===== src/ashp_map.svh =====
// Purpose: Offsets, field positions, reset values and counts of the serial host port.
// Assumes: Included by its bare name from the design file.
// Notes: Definitions only.
`ifndef ASHP_MAP_SVH
`define ASHP_MAP_SVH
// APB register offsets, byte addresses.
`define ASHP_OFS_CTRL 12'h000
`define ASHP_OFS_CONFIG 12'h004
`define ASHP_OFS_STATUS 12'h008
`define ASHP_OFS_RESULT 12'h00C
// Control register fields.
`define ASHP_CTRL_FOUR_CHAN 0
`define ASHP_CTRL_RESET 1'h0
// Configuration word fields and reset value.
`define ASHP_CFG_RESET 12'h000
`define ASHP_CFG_INT_SEL 2
`define ASHP_CFG_SCLK_SRC 3
`define ASHP_CFG_MODE_LSB 5
`define ASHP_CFG_MODE_MSB 6
`define ASHP_MODE_EOC 2'h0
// Command nibbles.
`define ASHP_CMD_SW_PDN 4'h8
`define ASHP_CMD_CFG_READ 4'h9
`define ASHP_CMD_CFG_WRITE 4'hA
`define ASHP_CMD_TEST_LO 4'hB
`define ASHP_CMD_TEST_HI 4'hD
`define ASHP_CMD_BUF_READ 4'hE
`define ASHP_CMD_RESERVED 4'hF
// Frame and timing counts.
`define ASHP_FRAME_BITS 5'h10
`define ASHP_CMD_BITS 5'h04
`define ASHP_SAMPLE_TICKS 8'h0C
`define ASHP_CONV_TICKS 8'h0E
`define ASHP_OSC_DIV 8'h02
`endif


===== src/ashp_pkg.sv =====
// Purpose: Types of the serial host port.
// Assumes: Nothing.
// Notes: Constants live in ashp_map.svh.
`default_nettype none
package ashp_pkg;
    // Converter sequencing states.
    typedef enum logic [1:0] {
        CONV_IDLE,
        CONV_SAMPLE,
        CONV_RUN
    } ashp_conv_state_t;
endpackage
`default_nettype wire


===== src/ashp_top.sv =====
// Purpose: Serial host port and conversion sequencer of a multi-channel converter.
// Assumes: Link pins are asynchronous; I_ADC_RESULT is valid on the system clock.
// Notes: Registers are reached over APB with one wait state.
`default_nettype none
`include "ashp_map.svh"

module ashp_top #(
    parameter logic [7:0] SAMPLE_TICKS = `ASHP_SAMPLE_TICKS,
    parameter logic [7:0] CONV_TICKS = `ASHP_CONV_TICKS,
    parameter logic [7:0] OSC_DIV = `ASHP_OSC_DIV
) (
    input wire logic I_SYS_CLK,
    input wire logic I_RST_B,
    input wire logic I_PSEL,
    input wire logic I_PENABLE,
    input wire logic I_PWRITE,
    input wire logic [11:0] I_PADDR,
    input wire logic [31:0] I_PWDATA,
    output logic [31:0] O_PRDATA,
    output logic O_PREADY,
    output logic O_PSLVERR,
    input wire logic I_SCLK,
    input wire logic I_SELECT_B,
    input wire logic I_FRAME_SYNC,
    input wire logic I_SERIAL_IN,
    output logic O_SERIAL_OUT,
    output logic O_SERIAL_OUT_OE,
    output logic O_CONV_DONE_N,
    input wire logic I_POWER_DOWN_N,
    input wire logic I_SAMPLE_START_N,
    input wire logic [11:0] I_ADC_RESULT,
    output logic [3:0] O_MUX_SEL,
    output logic O_ANALOG_ON,
    output logic O_SAMPLING
);

    initial begin
        if (SAMPLE_TICKS == 8'h00 || CONV_TICKS == 8'h00 || OSC_DIV == 8'h00) begin
            $error("ashp_top: tick counts must be at least one");
        end
    end

    ////////////////////////////////////////////////////////////////////////////////
    // Reset release and pin synchronisers.

    logic rst_meta;
    logic rst_n;

    // Reset is asserted at once and released through two flip-flops.
    always_ff @(posedge I_SYS_CLK or negedge I_RST_B) begin
        if (!I_RST_B) begin
            rst_meta <= 1'b0;
            rst_n <= 1'b0;
        end else begin
            rst_meta <= 1'b1;
            rst_n <= rst_meta;
        end
    end

    // Pin order: sclk, select, frame sync, serial in, power down, sample start.
    logic [5:0] pin_meta;
    logic [5:0] pin_sync;
    logic [5:0] pin_prev;

    // Every pin passes two flip-flops; a third stage gives the previous level.
    always_ff @(posedge I_SYS_CLK or negedge rst_n) begin
        if (!rst_n) begin
            pin_meta <= 6'h3E;
            pin_sync <= 6'h3E;
            pin_prev <= 6'h3E;
        end else begin
            pin_meta <= {I_SAMPLE_START_N, I_POWER_DOWN_N, I_SERIAL_IN,
                         I_FRAME_SYNC, I_SELECT_B, I_SCLK};
            pin_sync <= pin_meta;
            pin_prev <= pin_sync;
        end
    end

    logic sclk_rise, sclk_fall, sel_fall, sel_rise, fs_fall, fs_rise;
    logic serial_in, power_down_n_n, start_fall, start_rise, selected;

    // Edge detection looks only at synchronised levels.
    assign sclk_rise = pin_sync[0] & ~pin_prev[0];
    assign sclk_fall = ~pin_sync[0] & pin_prev[0];
    assign sel_fall = ~pin_sync[1] & pin_prev[1];
    assign sel_rise = pin_sync[1] & ~pin_prev[1];
    assign selected = ~pin_sync[1];
    assign fs_fall = ~pin_sync[2] & pin_prev[2];
    assign fs_rise = pin_sync[2] & ~pin_prev[2];
    assign serial_in = pin_sync[3];
    assign power_down_n_n = pin_sync[4];
    assign start_fall = ~pin_sync[5] & pin_prev[5];
    assign start_rise = pin_sync[5] & ~pin_prev[5];

    ////////////////////////////////////////////////////////////////////////////////
    // Serial frame engine.

    logic [11:0] config_word;
    logic [11:0] result;
    logic four_chan;
    logic fs_mode;
    logic in_en;
    logic [4:0] bit_cnt;
    logic [15:0] shift_in;
    logic [15:0] out_shift;
    logic frame_done;
    logic int_sel;
    logic conv_done;
    logic shift_edge;
    logic [4:0] next_cnt;
    logic [15:0] next_in;

    assign int_sel = config_word[`ASHP_CFG_INT_SEL];
    // Frame sync mode samples on falling edges, plain mode on rising edges.
    assign shift_edge = selected & in_en & (fs_mode ? sclk_fall : sclk_rise);
    assign next_cnt = bit_cnt + 5'h01;
    assign next_in = {shift_in[14:0], serial_in};

    // Counter, input enable and output shifter follow select and frame sync.
    always_ff @(posedge I_SYS_CLK or negedge rst_n) begin
        if (!rst_n) begin
            fs_mode <= 1'b0;
            in_en <= 1'b0;
            bit_cnt <= 5'h00;
            shift_in <= 16'h0000;
            out_shift <= 16'h0000;
            O_SERIAL_OUT_OE <= 1'b0;
            frame_done <= 1'b0;
        end else begin
            frame_done <= 1'b0;
            if (sel_rise) begin
                in_en <= 1'b0;
                O_SERIAL_OUT_OE <= 1'b0;
            end else if (sel_fall) begin
                bit_cnt <= 5'h00;
                fs_mode <= ~pin_sync[2];
                in_en <= pin_sync[2];
                out_shift <= {result, 4'h0};
                O_SERIAL_OUT_OE <= 1'b1;
            end else if (selected && fs_fall) begin
                bit_cnt <= 5'h00;
                fs_mode <= 1'b1;
                in_en <= 1'b1;
                out_shift <= {result, 4'h0};
                O_SERIAL_OUT_OE <= 1'b1;
            end else begin
                if (shift_edge) begin
                    shift_in <= next_in;
                    bit_cnt <= next_cnt;
                    if (next_cnt == `ASHP_CMD_BITS && next_in[3:0] == `ASHP_CMD_CFG_READ) begin
                        out_shift <= {config_word, 4'h0};
                    end else begin
                        out_shift <= {out_shift[14:0], 1'b0};
                    end
                    if (next_cnt == `ASHP_FRAME_BITS) begin
                        in_en <= 1'b0;
                        O_SERIAL_OUT_OE <= 1'b0;
                        frame_done <= 1'b1;
                    end
                end
                // An interrupt releases the output unless select or frame sync falls in the same cycle, and never costs an input edge.
                if (conv_done && int_sel) begin
                    O_SERIAL_OUT_OE <= 1'b0;
                end
            end
        end
    end

    // Serial data bit is registered from the head of the shifter.
    always_ff @(posedge I_SYS_CLK or negedge rst_n) begin
        if (!rst_n) begin
            O_SERIAL_OUT <= 1'b0;
        end else begin
            O_SERIAL_OUT <= out_shift[15];
        end
    end

    ////////////////////////////////////////////////////////////////////////////////
    // Command decode, done only for complete frames.

    logic [3:0] cmd;
    logic [3:0] last_cmd;
    logic cmd_start;
    logic cmd_pdn;

    assign cmd = shift_in[15:12];

    // Returns one when the command selects an input or test voltage on this variant.
    function automatic logic cmd_selects(input logic [3:0] c, input logic four);
        if (c < `ASHP_CMD_SW_PDN) begin
            cmd_selects = ~(four & c[0]);
        end else begin
            cmd_selects = (c >= `ASHP_CMD_TEST_LO) && (c <= `ASHP_CMD_TEST_HI);
        end
    endfunction

    assign cmd_start = frame_done & cmd_selects(cmd, four_chan);
    assign cmd_pdn = frame_done & (cmd == `ASHP_CMD_SW_PDN);

    // Configuration write, channel routing and last command tracking.
    always_ff @(posedge I_SYS_CLK or negedge rst_n) begin
        if (!rst_n) begin
            config_word <= `ASHP_CFG_RESET;
            O_MUX_SEL <= 4'h0;
            last_cmd <= 4'h0;
        end else if (frame_done && cmd != `ASHP_CMD_RESERVED) begin
            last_cmd <= cmd;
            if (cmd == `ASHP_CMD_CFG_WRITE) begin
                config_word <= shift_in[11:0];
            end
            if (cmd_selects(cmd, four_chan)) begin
                O_MUX_SEL <= cmd;
            end
        end
    end

    ////////////////////////////////////////////////////////////////////////////////
    // Power control.

    // Pin or command powers down; select or sample start restarts once the pin is high.
    always_ff @(posedge I_SYS_CLK or negedge rst_n) begin
        if (!rst_n) begin
            O_ANALOG_ON <= 1'b1;
        end else if (!power_down_n_n || cmd_pdn) begin
            O_ANALOG_ON <= 1'b0;
        end else if (sel_fall || start_fall) begin
            O_ANALOG_ON <= 1'b1;
        end
    end

    ////////////////////////////////////////////////////////////////////////////////
    // Conversion clock and sequencer.

    logic [7:0] osc_cnt;
    logic osc_tick;
    logic conv_tick;

    // Internal oscillator is a divider giving a one-cycle tick.
    always_ff @(posedge I_SYS_CLK or negedge rst_n) begin
        if (!rst_n) begin
            osc_cnt <= 8'h00;
            osc_tick <= 1'b0;
        end else if (osc_cnt == OSC_DIV - 8'h01) begin
            osc_cnt <= 8'h00;
            osc_tick <= 1'b1;
        end else begin
            osc_cnt <= osc_cnt + 8'h01;
            osc_tick <= 1'b0;
        end
    end

    assign conv_tick = config_word[`ASHP_CFG_SCLK_SRC] ? sclk_rise : osc_tick;

    ashp_pkg::ashp_conv_state_t state;
    logic ext_sample;
    logic [7:0] tick_cnt;

    // Sampling is timed by sample start or by a fixed count, then conversion runs.
    always_ff @(posedge I_SYS_CLK or negedge rst_n) begin
        if (!rst_n) begin
            state <= ashp_pkg::CONV_IDLE;
            ext_sample <= 1'b0;
            tick_cnt <= 8'h00;
            conv_done <= 1'b0;
            result <= 12'h000;
        end else begin
            conv_done <= 1'b0;
            // Idle while powered down; the start that restarts the analog also begins sampling.
            if (!power_down_n_n || cmd_pdn || !(O_ANALOG_ON || sel_fall || start_fall)) begin
                state <= ashp_pkg::CONV_IDLE;
            end else begin
                unique case (state)
                    ashp_pkg::CONV_IDLE: begin
                        tick_cnt <= 8'h00;
                        if (start_fall) begin
                            ext_sample <= 1'b1;
                            state <= ashp_pkg::CONV_SAMPLE;
                        end else if (cmd_start) begin
                            ext_sample <= 1'b0;
                            state <= ashp_pkg::CONV_SAMPLE;
                        end
                    end
                    ashp_pkg::CONV_SAMPLE: begin
                        if (ext_sample ? start_rise : (tick_cnt == SAMPLE_TICKS - 8'h01)) begin
                            tick_cnt <= 8'h00;
                            state <= ashp_pkg::CONV_RUN;
                        end else if (!ext_sample) begin
                            tick_cnt <= tick_cnt + 8'h01;
                        end
                    end
                    ashp_pkg::CONV_RUN: begin
                        if (conv_tick) begin
                            if (tick_cnt == CONV_TICKS - 8'h01) begin
                                result <= I_ADC_RESULT;
                                conv_done <= 1'b1;
                                state <= ashp_pkg::CONV_IDLE;
                            end else begin
                                tick_cnt <= tick_cnt + 8'h01;
                            end
                        end
                    end
                endcase
            end
        end
    end

    // Sampling indicator for the analog sampler.
    always_ff @(posedge I_SYS_CLK or negedge rst_n) begin
        if (!rst_n) begin
            O_SAMPLING <= 1'b0;
        end else begin
            O_SAMPLING <= (state == ashp_pkg::CONV_SAMPLE);
        end
    end

    ////////////////////////////////////////////////////////////////////////////////
    // Done or interrupt pin.

    logic int_pend;
    logic eoc_mode;

    assign eoc_mode = (config_word[`ASHP_CFG_MODE_MSB:`ASHP_CFG_MODE_LSB] == `ASHP_MODE_EOC);

    // A completion in the clearing cycle wins over the clear.
    always_ff @(posedge I_SYS_CLK or negedge rst_n) begin
        if (!rst_n) begin
            int_pend <= 1'b0;
        end else if (conv_done && int_sel) begin
            int_pend <= 1'b1;
        end else if (sel_fall || fs_rise) begin
            int_pend <= 1'b0;
        end
    end

    // Pin shows the interrupt, or the conversion window in mode 00 only.
    always_ff @(posedge I_SYS_CLK or negedge rst_n) begin
        if (!rst_n) begin
            O_CONV_DONE_N <= 1'b1;
        end else if (int_sel) begin
            O_CONV_DONE_N <= ~(int_pend | conv_done);
        end else begin
            O_CONV_DONE_N <= ~(eoc_mode && state == ashp_pkg::CONV_RUN && !conv_done);
        end
    end

    ////////////////////////////////////////////////////////////////////////////////
    // APB slave with one wait state.

    logic apb_access;
    logic apb_hit;

    assign apb_access = I_PSEL & I_PENABLE & ~O_PREADY;
    assign apb_hit = (I_PADDR == `ASHP_OFS_CTRL) || (I_PADDR == `ASHP_OFS_CONFIG) ||
                     (I_PADDR == `ASHP_OFS_STATUS) || (I_PADDR == `ASHP_OFS_RESULT);

    // Ready, read data and error are registered one cycle into the access phase.
    always_ff @(posedge I_SYS_CLK or negedge rst_n) begin
        if (!rst_n) begin
            O_PREADY <= 1'b0;
            O_PRDATA <= 32'h00000000;
            O_PSLVERR <= 1'b0;
        end else begin
            O_PREADY <= apb_access;
            O_PSLVERR <= apb_access & ~apb_hit;
            O_PRDATA <= 32'h00000000;
            if (apb_access && !I_PWRITE) begin
                unique case (I_PADDR)
                    `ASHP_OFS_CTRL: O_PRDATA <= {31'h00000000, four_chan};
                    `ASHP_OFS_CONFIG: O_PRDATA <= {20'h00000, config_word};
                    `ASHP_OFS_STATUS: O_PRDATA <= {24'h000000, last_cmd, int_pend,
                                                   state == ashp_pkg::CONV_RUN,
                                                   state == ashp_pkg::CONV_SAMPLE, O_ANALOG_ON};
                    `ASHP_OFS_RESULT: O_PRDATA <= {20'h00000, result};
                    default: O_PRDATA <= 32'h00000000;
                endcase
            end
        end
    end

    // Control write takes effect at the edge where ready is sampled high.
    always_ff @(posedge I_SYS_CLK or negedge rst_n) begin
        if (!rst_n) begin
            four_chan <= `ASHP_CTRL_RESET;
        end else if (I_PSEL && I_PENABLE && O_PREADY && I_PWRITE && I_PADDR == `ASHP_OFS_CTRL) begin
            four_chan <= I_PWDATA[`ASHP_CTRL_FOUR_CHAN];
        end
    end

endmodule // ashp_top
`default_nettype wire


===== config.mk =====
export PLATFORM = sky130hd
export DESIGN_NAME = ashp_top
export DESIGN_NICKNAME = d
export VERILOG_FILES = /design/src/ashp_pkg.sv /design/src/ashp_top.sv
export VERILOG_INCLUDE_DIRS = /design/src
export SDC_FILE = /design/constraint.sdc
export NUM_CORES = 1
export LEC_CHECK = 0
export BUFFER_PORTS_ARGS = -buffer_cell sky130_fd_sc_hd__buf_2
export CORE_UTILIZATION = 35
export DETAILED_ROUTE_END_ITERATION = 16
export PLACE_DENSITY = 0.66
export REMOVE_ABC_BUFFERS = 1
export SYNTH_ARGS = -nofsm -noshare
export SYNTH_HDL_FRONTEND = slang
export SYNTH_SLANG_ARGS = --single-unit

===== constraint.sdc =====
create_clock -name I_SYS_CLK -period 4.2 [get_ports I_SYS_CLK]
set_input_delay 0.21 -clock I_SYS_CLK [delete_from_list [all_inputs] [get_ports I_SYS_CLK]]
set_output_delay 0.21 -clock I_SYS_CLK [all_outputs]
set_load 0.01 [all_outputs]

==> Yosys cells after proc, flatten, opt, wreduce, memory -nomap -nowiden <==
Cells that the tools add are included.
{ "op_classes": {"mux": 55, "n_shift": 0, "add_sub_neg": 3, "reduce_logical": 48, "order_cmp": 3, "n_bitwise": 34, "eq_ne": 21, "div": 0, "n_mul": 0} }
{ "ops": {"columns": ["cell", "n"], "rows": [
  ["$mux W16", 4],
  ["$pmux W12 S4", 1],
  ["$mux W8", 5],
  ["$mux W1", 33],
  ["$eq A12 B4 Y1 const B", 2],
  ["$pmux W8 S3", 1],
  ["$not A1 Y1", 17],
  ["$add A8 B1 Y8 const B", 2],
  ["$and A1 B1 Y1", 16],
  ["$eq A8 B4 Y1 const B", 2],
  ["$reduce_and A4 Y1", 4],
  ["$mux W5", 3],
  ["$eq A12 B3 Y1 const B", 1],
  ["$eq A4 B4 Y1 const B", 3],
  ["$logic_and A1 B1 Y1", 12],
  ["$logic_not A12 Y1", 1],
  ["$mux W12", 1],
  ["$mux W2", 6],
  ["$ne A3 B3 Y1 const B", 4],
  ["$reduce_and A2 Y1", 6],
  ["$reduce_bool A5 Y1", 2],
  ["$logic_or A1 B1 Y1", 9],
  ["$eq A8 B1 Y1 const B", 1],
  ["$ne A4 B4 Y1 const B", 2],
  ["17 further kinds", 26]
]} }
{ "totals": {"in_bits": 67, "mem_bits_rw": 0, "rom_bits": 0, "reg_bits": 154, "memories": 0, "latch_bits": 0, "word_cells": 195, "output_inout_bits": 43} }

==> Longest topological paths before layout <==
{ "depth": {"ltp_word": 9, "depth_mapped": 8, "ltp_nobuf": 7} }

==> Worst setup path after synthesis <==
No wires, ideal clock.
{ "synth_path": {"kind": "flip-flop to flip-flop", "startpoint": "register tick_cnt[1]", "endpoint": "register result[10]", "period_less_slack_ns": 2.026, "stages_incl_launch_ff": 8, "setup_slack_ns": 2.174, "required_ns": 4.075, "setup_time_ns": 0.125, "path_buffers": 1, "arrival_ns": 1.901, "cell_sequence": "dfrtp_1 -> inv_1 -> ha_1 -> or4bb_1 -> a211oi_4 -> nand3_2 -> buf_6 -> mux2_4"} }
{ "synth_via": {"elab_chain_len": 2} }
{ "synth_lines": {"columns": ["element", "line_no", "text"], "rows": [
  ["start: declaration", "ashp_top.sv:256", "logic [7:0] tick_cnt;"],
  ["start signal: assignment", "ashp_top.sv:288", "tick_cnt <= tick_cnt + 8'h01;"],
  ["start signal: assignment", "ashp_top.sv:298", "tick_cnt <= tick_cnt + 8'h01;"],
  ["$eq A8 B4 Y1", "ashp_top.sv:293", "if (tick_cnt == CONV_TICKS - 8'h01) begin"],
  ["$reduce_and A4 Y1 (no line)", null, null],
  ["end signal: assignment", "ashp_top.sv:265", "result <= 12'h000;"],
  ["end signal: assignment", "ashp_top.sv:294", "result <= I_ADC_RESULT;"],
  ["end: declaration", "ashp_top.sv:99", "logic [11:0] result;"]
]} }
No other way between the ends.
A chain may end at the register's enable or synchronous reset.

==> Worst setup path in the final report <==
{ "layout_path": {"startpoint": "register pin_prev[1]", "endpoint": "register result[2]"} }
{ "layout_via": {"elab_chain_len": 7} }
{ "layout_lines": {"columns": ["element", "line_no", "text"], "rows": [
  ["start: declaration", "ashp_top.sv:63", "logic [5:0] pin_prev;"],
  ["start signal: assignment", "ashp_top.sv:75", "pin_prev <= pin_sync;"],
  ["$and A1 B1 Y1", "ashp_top.sv:85", "assign sel_fall = ~pin_sync[1] & pin_prev[1];"],
  ["$logic_or A1 B1 Y1 (2 in a row)", "ashp_top.sv:269", "if (!power_down_n_n || cmd_pdn || !(O_ANALOG_ON || sel_fall || start_fall)) begin"],
  ["$logic_not A1 Y1", "ashp_top.sv:269", null],
  ["$logic_or A1 B1 Y1", "ashp_top.sv:269", null],
  ["$not A1 Y1 (no line)", null, null],
  ["$reduce_and A4 Y1 (no line)", null, null]
]} }
No other way between the ends.

==> qor.yml <==
status: "completed"
setup_viol: 0
switching_share_pct: 21.51
path_clk_slew_ns: 0.05
synth.distinct_cells: 65
die_area_um2: 17280
ir_drop_uv: 259.5
post_cts_buffers: 0
yosys.area_share.simple_pct: 14.37
syn_inst: 512
nets: 659
fp.dieW_um: 131.5
slew_headroom_pct: 31.42
post-route-drc-count: 0
synthToLayoutAreaGrowth_pct: 18.30
period_share_pct: 61.29
first_pass_iters: 7
rsz0062_at_grt: "false"
ys.warnings.count: 0
cts_buffers: 17
synthArstFlopShare_pct: 100.0
n_fill_cell: 1529
maxCapViolations: 0
p_per_area_nw_per_um2: 426.5
synth_compound_area_share_pct: 10.45
antenna_found_initial: 0
grt_first_pass_wirelength_um: 20230
p_leak_uw: 0.003340
intPower_uw: 2323
finClkSkew_ns: 0.009160
coreArea_um2: 16120
start_kind: "flip-flop"
cts_resized: 0
cp.required_ns: 4.49
max_freq_mhz: 388.5
io_pins: 110
cts.htree.levels: 4
syn_area_per_cell_um2: 11.46
tns_ns: 0
critPathMaxFanout: 12
slew_violations: 0
power_frac_seq_pct: 45.1
routed_via_density: 4.963
grt_overflow: 0
place_congestion: 0.7985
vias: 4005
port_buffers: 58
synth_seq_cells: 128
p_total_uw: 2960
synthAdderAreaFrac_pct: 2.559
grt_max_degree: 55
worst_pin_slew_ns: 1.025
synth_top_family_by_area: "simple AND/OR/NAND/NOR gates"
drive_gt1_share_pct: 25.55
synth_edf_count: 0
min_path_type: "in -> reg"
die_h_um: 131.5
drt-initial-drc-count: 302
ys_seq_area_share_pct: 54.92
path_class: "reg -> reg"
hold_violations: 0
initial_core_util_pct: 36.41
endpoint_kind: "flip-flop"
holdBufCountCts: 7
antenna_cells: 0
p_sw_uw: 636.7
clock_latency_ns: 0.41
synth-xor-area-share_pct: 1.194
synth.area.mux_share_pct: 11.09
dp_hpwl_um: 8332
clockRootBuffer: "clkbuf_16"
clock_path_buffers: 2
fin_crit_ns: 2.574
grt_pass1_vias: 4062
synthesis.area_um2: 5867
arrival_ns: 2.86
power_frac_clock_pct: 48.8
postRouteAntennaNets: 0
numClockSinks: 128
wl_per_cell_um: 15.00
synthFlopType: "dfrtp_1"
post-route-util_pct: 43.07
comb_power_share_pct: 6.1
wl_um: 12110
track_usage_pct: 14.71
std_cell_rows: 46
tritoncts: "done"
cell type report:
cell class / count / area, um2 / share of cell area [%]
clock buffers: 23 / 467.9 / 6.742
clock inverters: 7 / 110.1 / 1.586
inverters: 17 / 63.81 / 0.9194
multi-input cells: 347 / 2412 / 34.76
flip-flops and latches: 128 / 3226 / 46.48
well taps: 216 / 270.3 / 3.894
repair buffers: 69 / 390.4 / 5.625
metrics by stage:
step	std cells	hold WS (ns)	instance area, um2	setup WS [ns]
global placement	770	-0.002788	6292	1.731
detailed placement	770	-0.003369	6292	1.684
CTS	807	0.01453	6940	1.662
global route	807	0.01843	6940	1.451
finish	807	0.02699	6940	1.626
floorplan	492	-0.08559	5692	0.3960
worst max-delay path: stages (launching register included):
cell      delay [ns]
dfstp_2         0.53
ha_1            0.34
nor2_1          0.13
a221oi_4        0.47
nand3_2         0.52
mux2_4          0.46
metal layers:
metal	track usage, %	up-vias	wire (um)
li1	-	1885	-
met1	18.44	2018	5436
met2	24.10	85	6053
met3	3.742	17	428
met4	6.008	0	191
met5	0	-	0
sequential cells by signal (all words and copies together), names as in the netlist, 8 cells and up:
register,cells
shift_in,16
O_PRDATA,12
tick_cnt,8
result,12
config_word,12
osc_cnt,8
out_shift,12
cells by family after synthesis:
kind of cell | Yosys count
other | 2
AND/OR/NAND/NOR | 163
multiplexers | 56
buffers and inverters | 56
AO/OA/AOI/OAI | 87
XOR/XNOR | 8
flip-flops | 128
adder cells (fa/ha/maj) | 12
path summary, 6_finish.rpt:
check	start	to	slack, ns	depth (start not counted)
setup / recovery	pin_prev[1]$_DFF_PN1_	result[2]$_DFFE_PN0P_	1.63	5
hold / removal	I_ADC_RESULT[9]	result[9]$_DFFE_PN0P_	0.03	2
setup reg to reg	pin_prev[1]$_DFF_PN1_	result[2]$_DFFE_PN0P_	1.63	5
hold reg to reg	pin_meta[0]$_DFF_PN0_	pin_sync[0]$_DFF_PN0_	0.35	0
max in group asynchronous	rst_n$_DFF_PN0_	pin_meta[4]$_DFF_PN1_	2.83	1
min in group asynchronous	I_RST_B	rst_n$_DFF_PN0_	0.11	2
power groups by stage:
stage               sequential (uW)  combinational [uW]  clock, uW
finish                         1330                 180       1450
global route                   1340                 200       1530
CTS                            1340                 182       1470
detailed placement             1360                 175          0
global placement               1350                 170          0
floorplan                      1350                 106          0
placed cells by master, fill, tap and decap left out, drive strengths merged, types with 3 or more instances in the layout:
cell           n
clkbuf        23
o21ai         25
dfrtp        113
mux2          32
dlygate4sd3    7
nand2b         9
buf           62
ha            12
or4b           4
and2           5
xnor2          5
nor2b          3
and3           7
o2bb2ai        6
bufinv         3
mux2i         23
conb          21
inv           17
a22oi         11
dfstp         15
xor2           3
nand3         14
nor2          34
nand3b         4
o211ai         8
nor4           6
nand2         59
clkinv         4
a21oi         20
synth_stat cells (all sizes together), types with 11 or more instances:
cell / count / area (um2)
inv: 17 / 63.81
mux2: 32 / 397.9
mux2i: 23 / 230.2
a22oi: 11 / 82.58
o21ai: 25 / 128.9
nor2: 34 / 143.9
a21oi: 20 / 100.1
dfstp: 15 / 394.1
dfrtp: 113 / 2828
nand3: 14 / 75.07
buf: 30 / 212.7
ha: 12 / 150.1
nand2: 59 / 221.5
No activity file was read; power rests on OpenSTA's default activity.
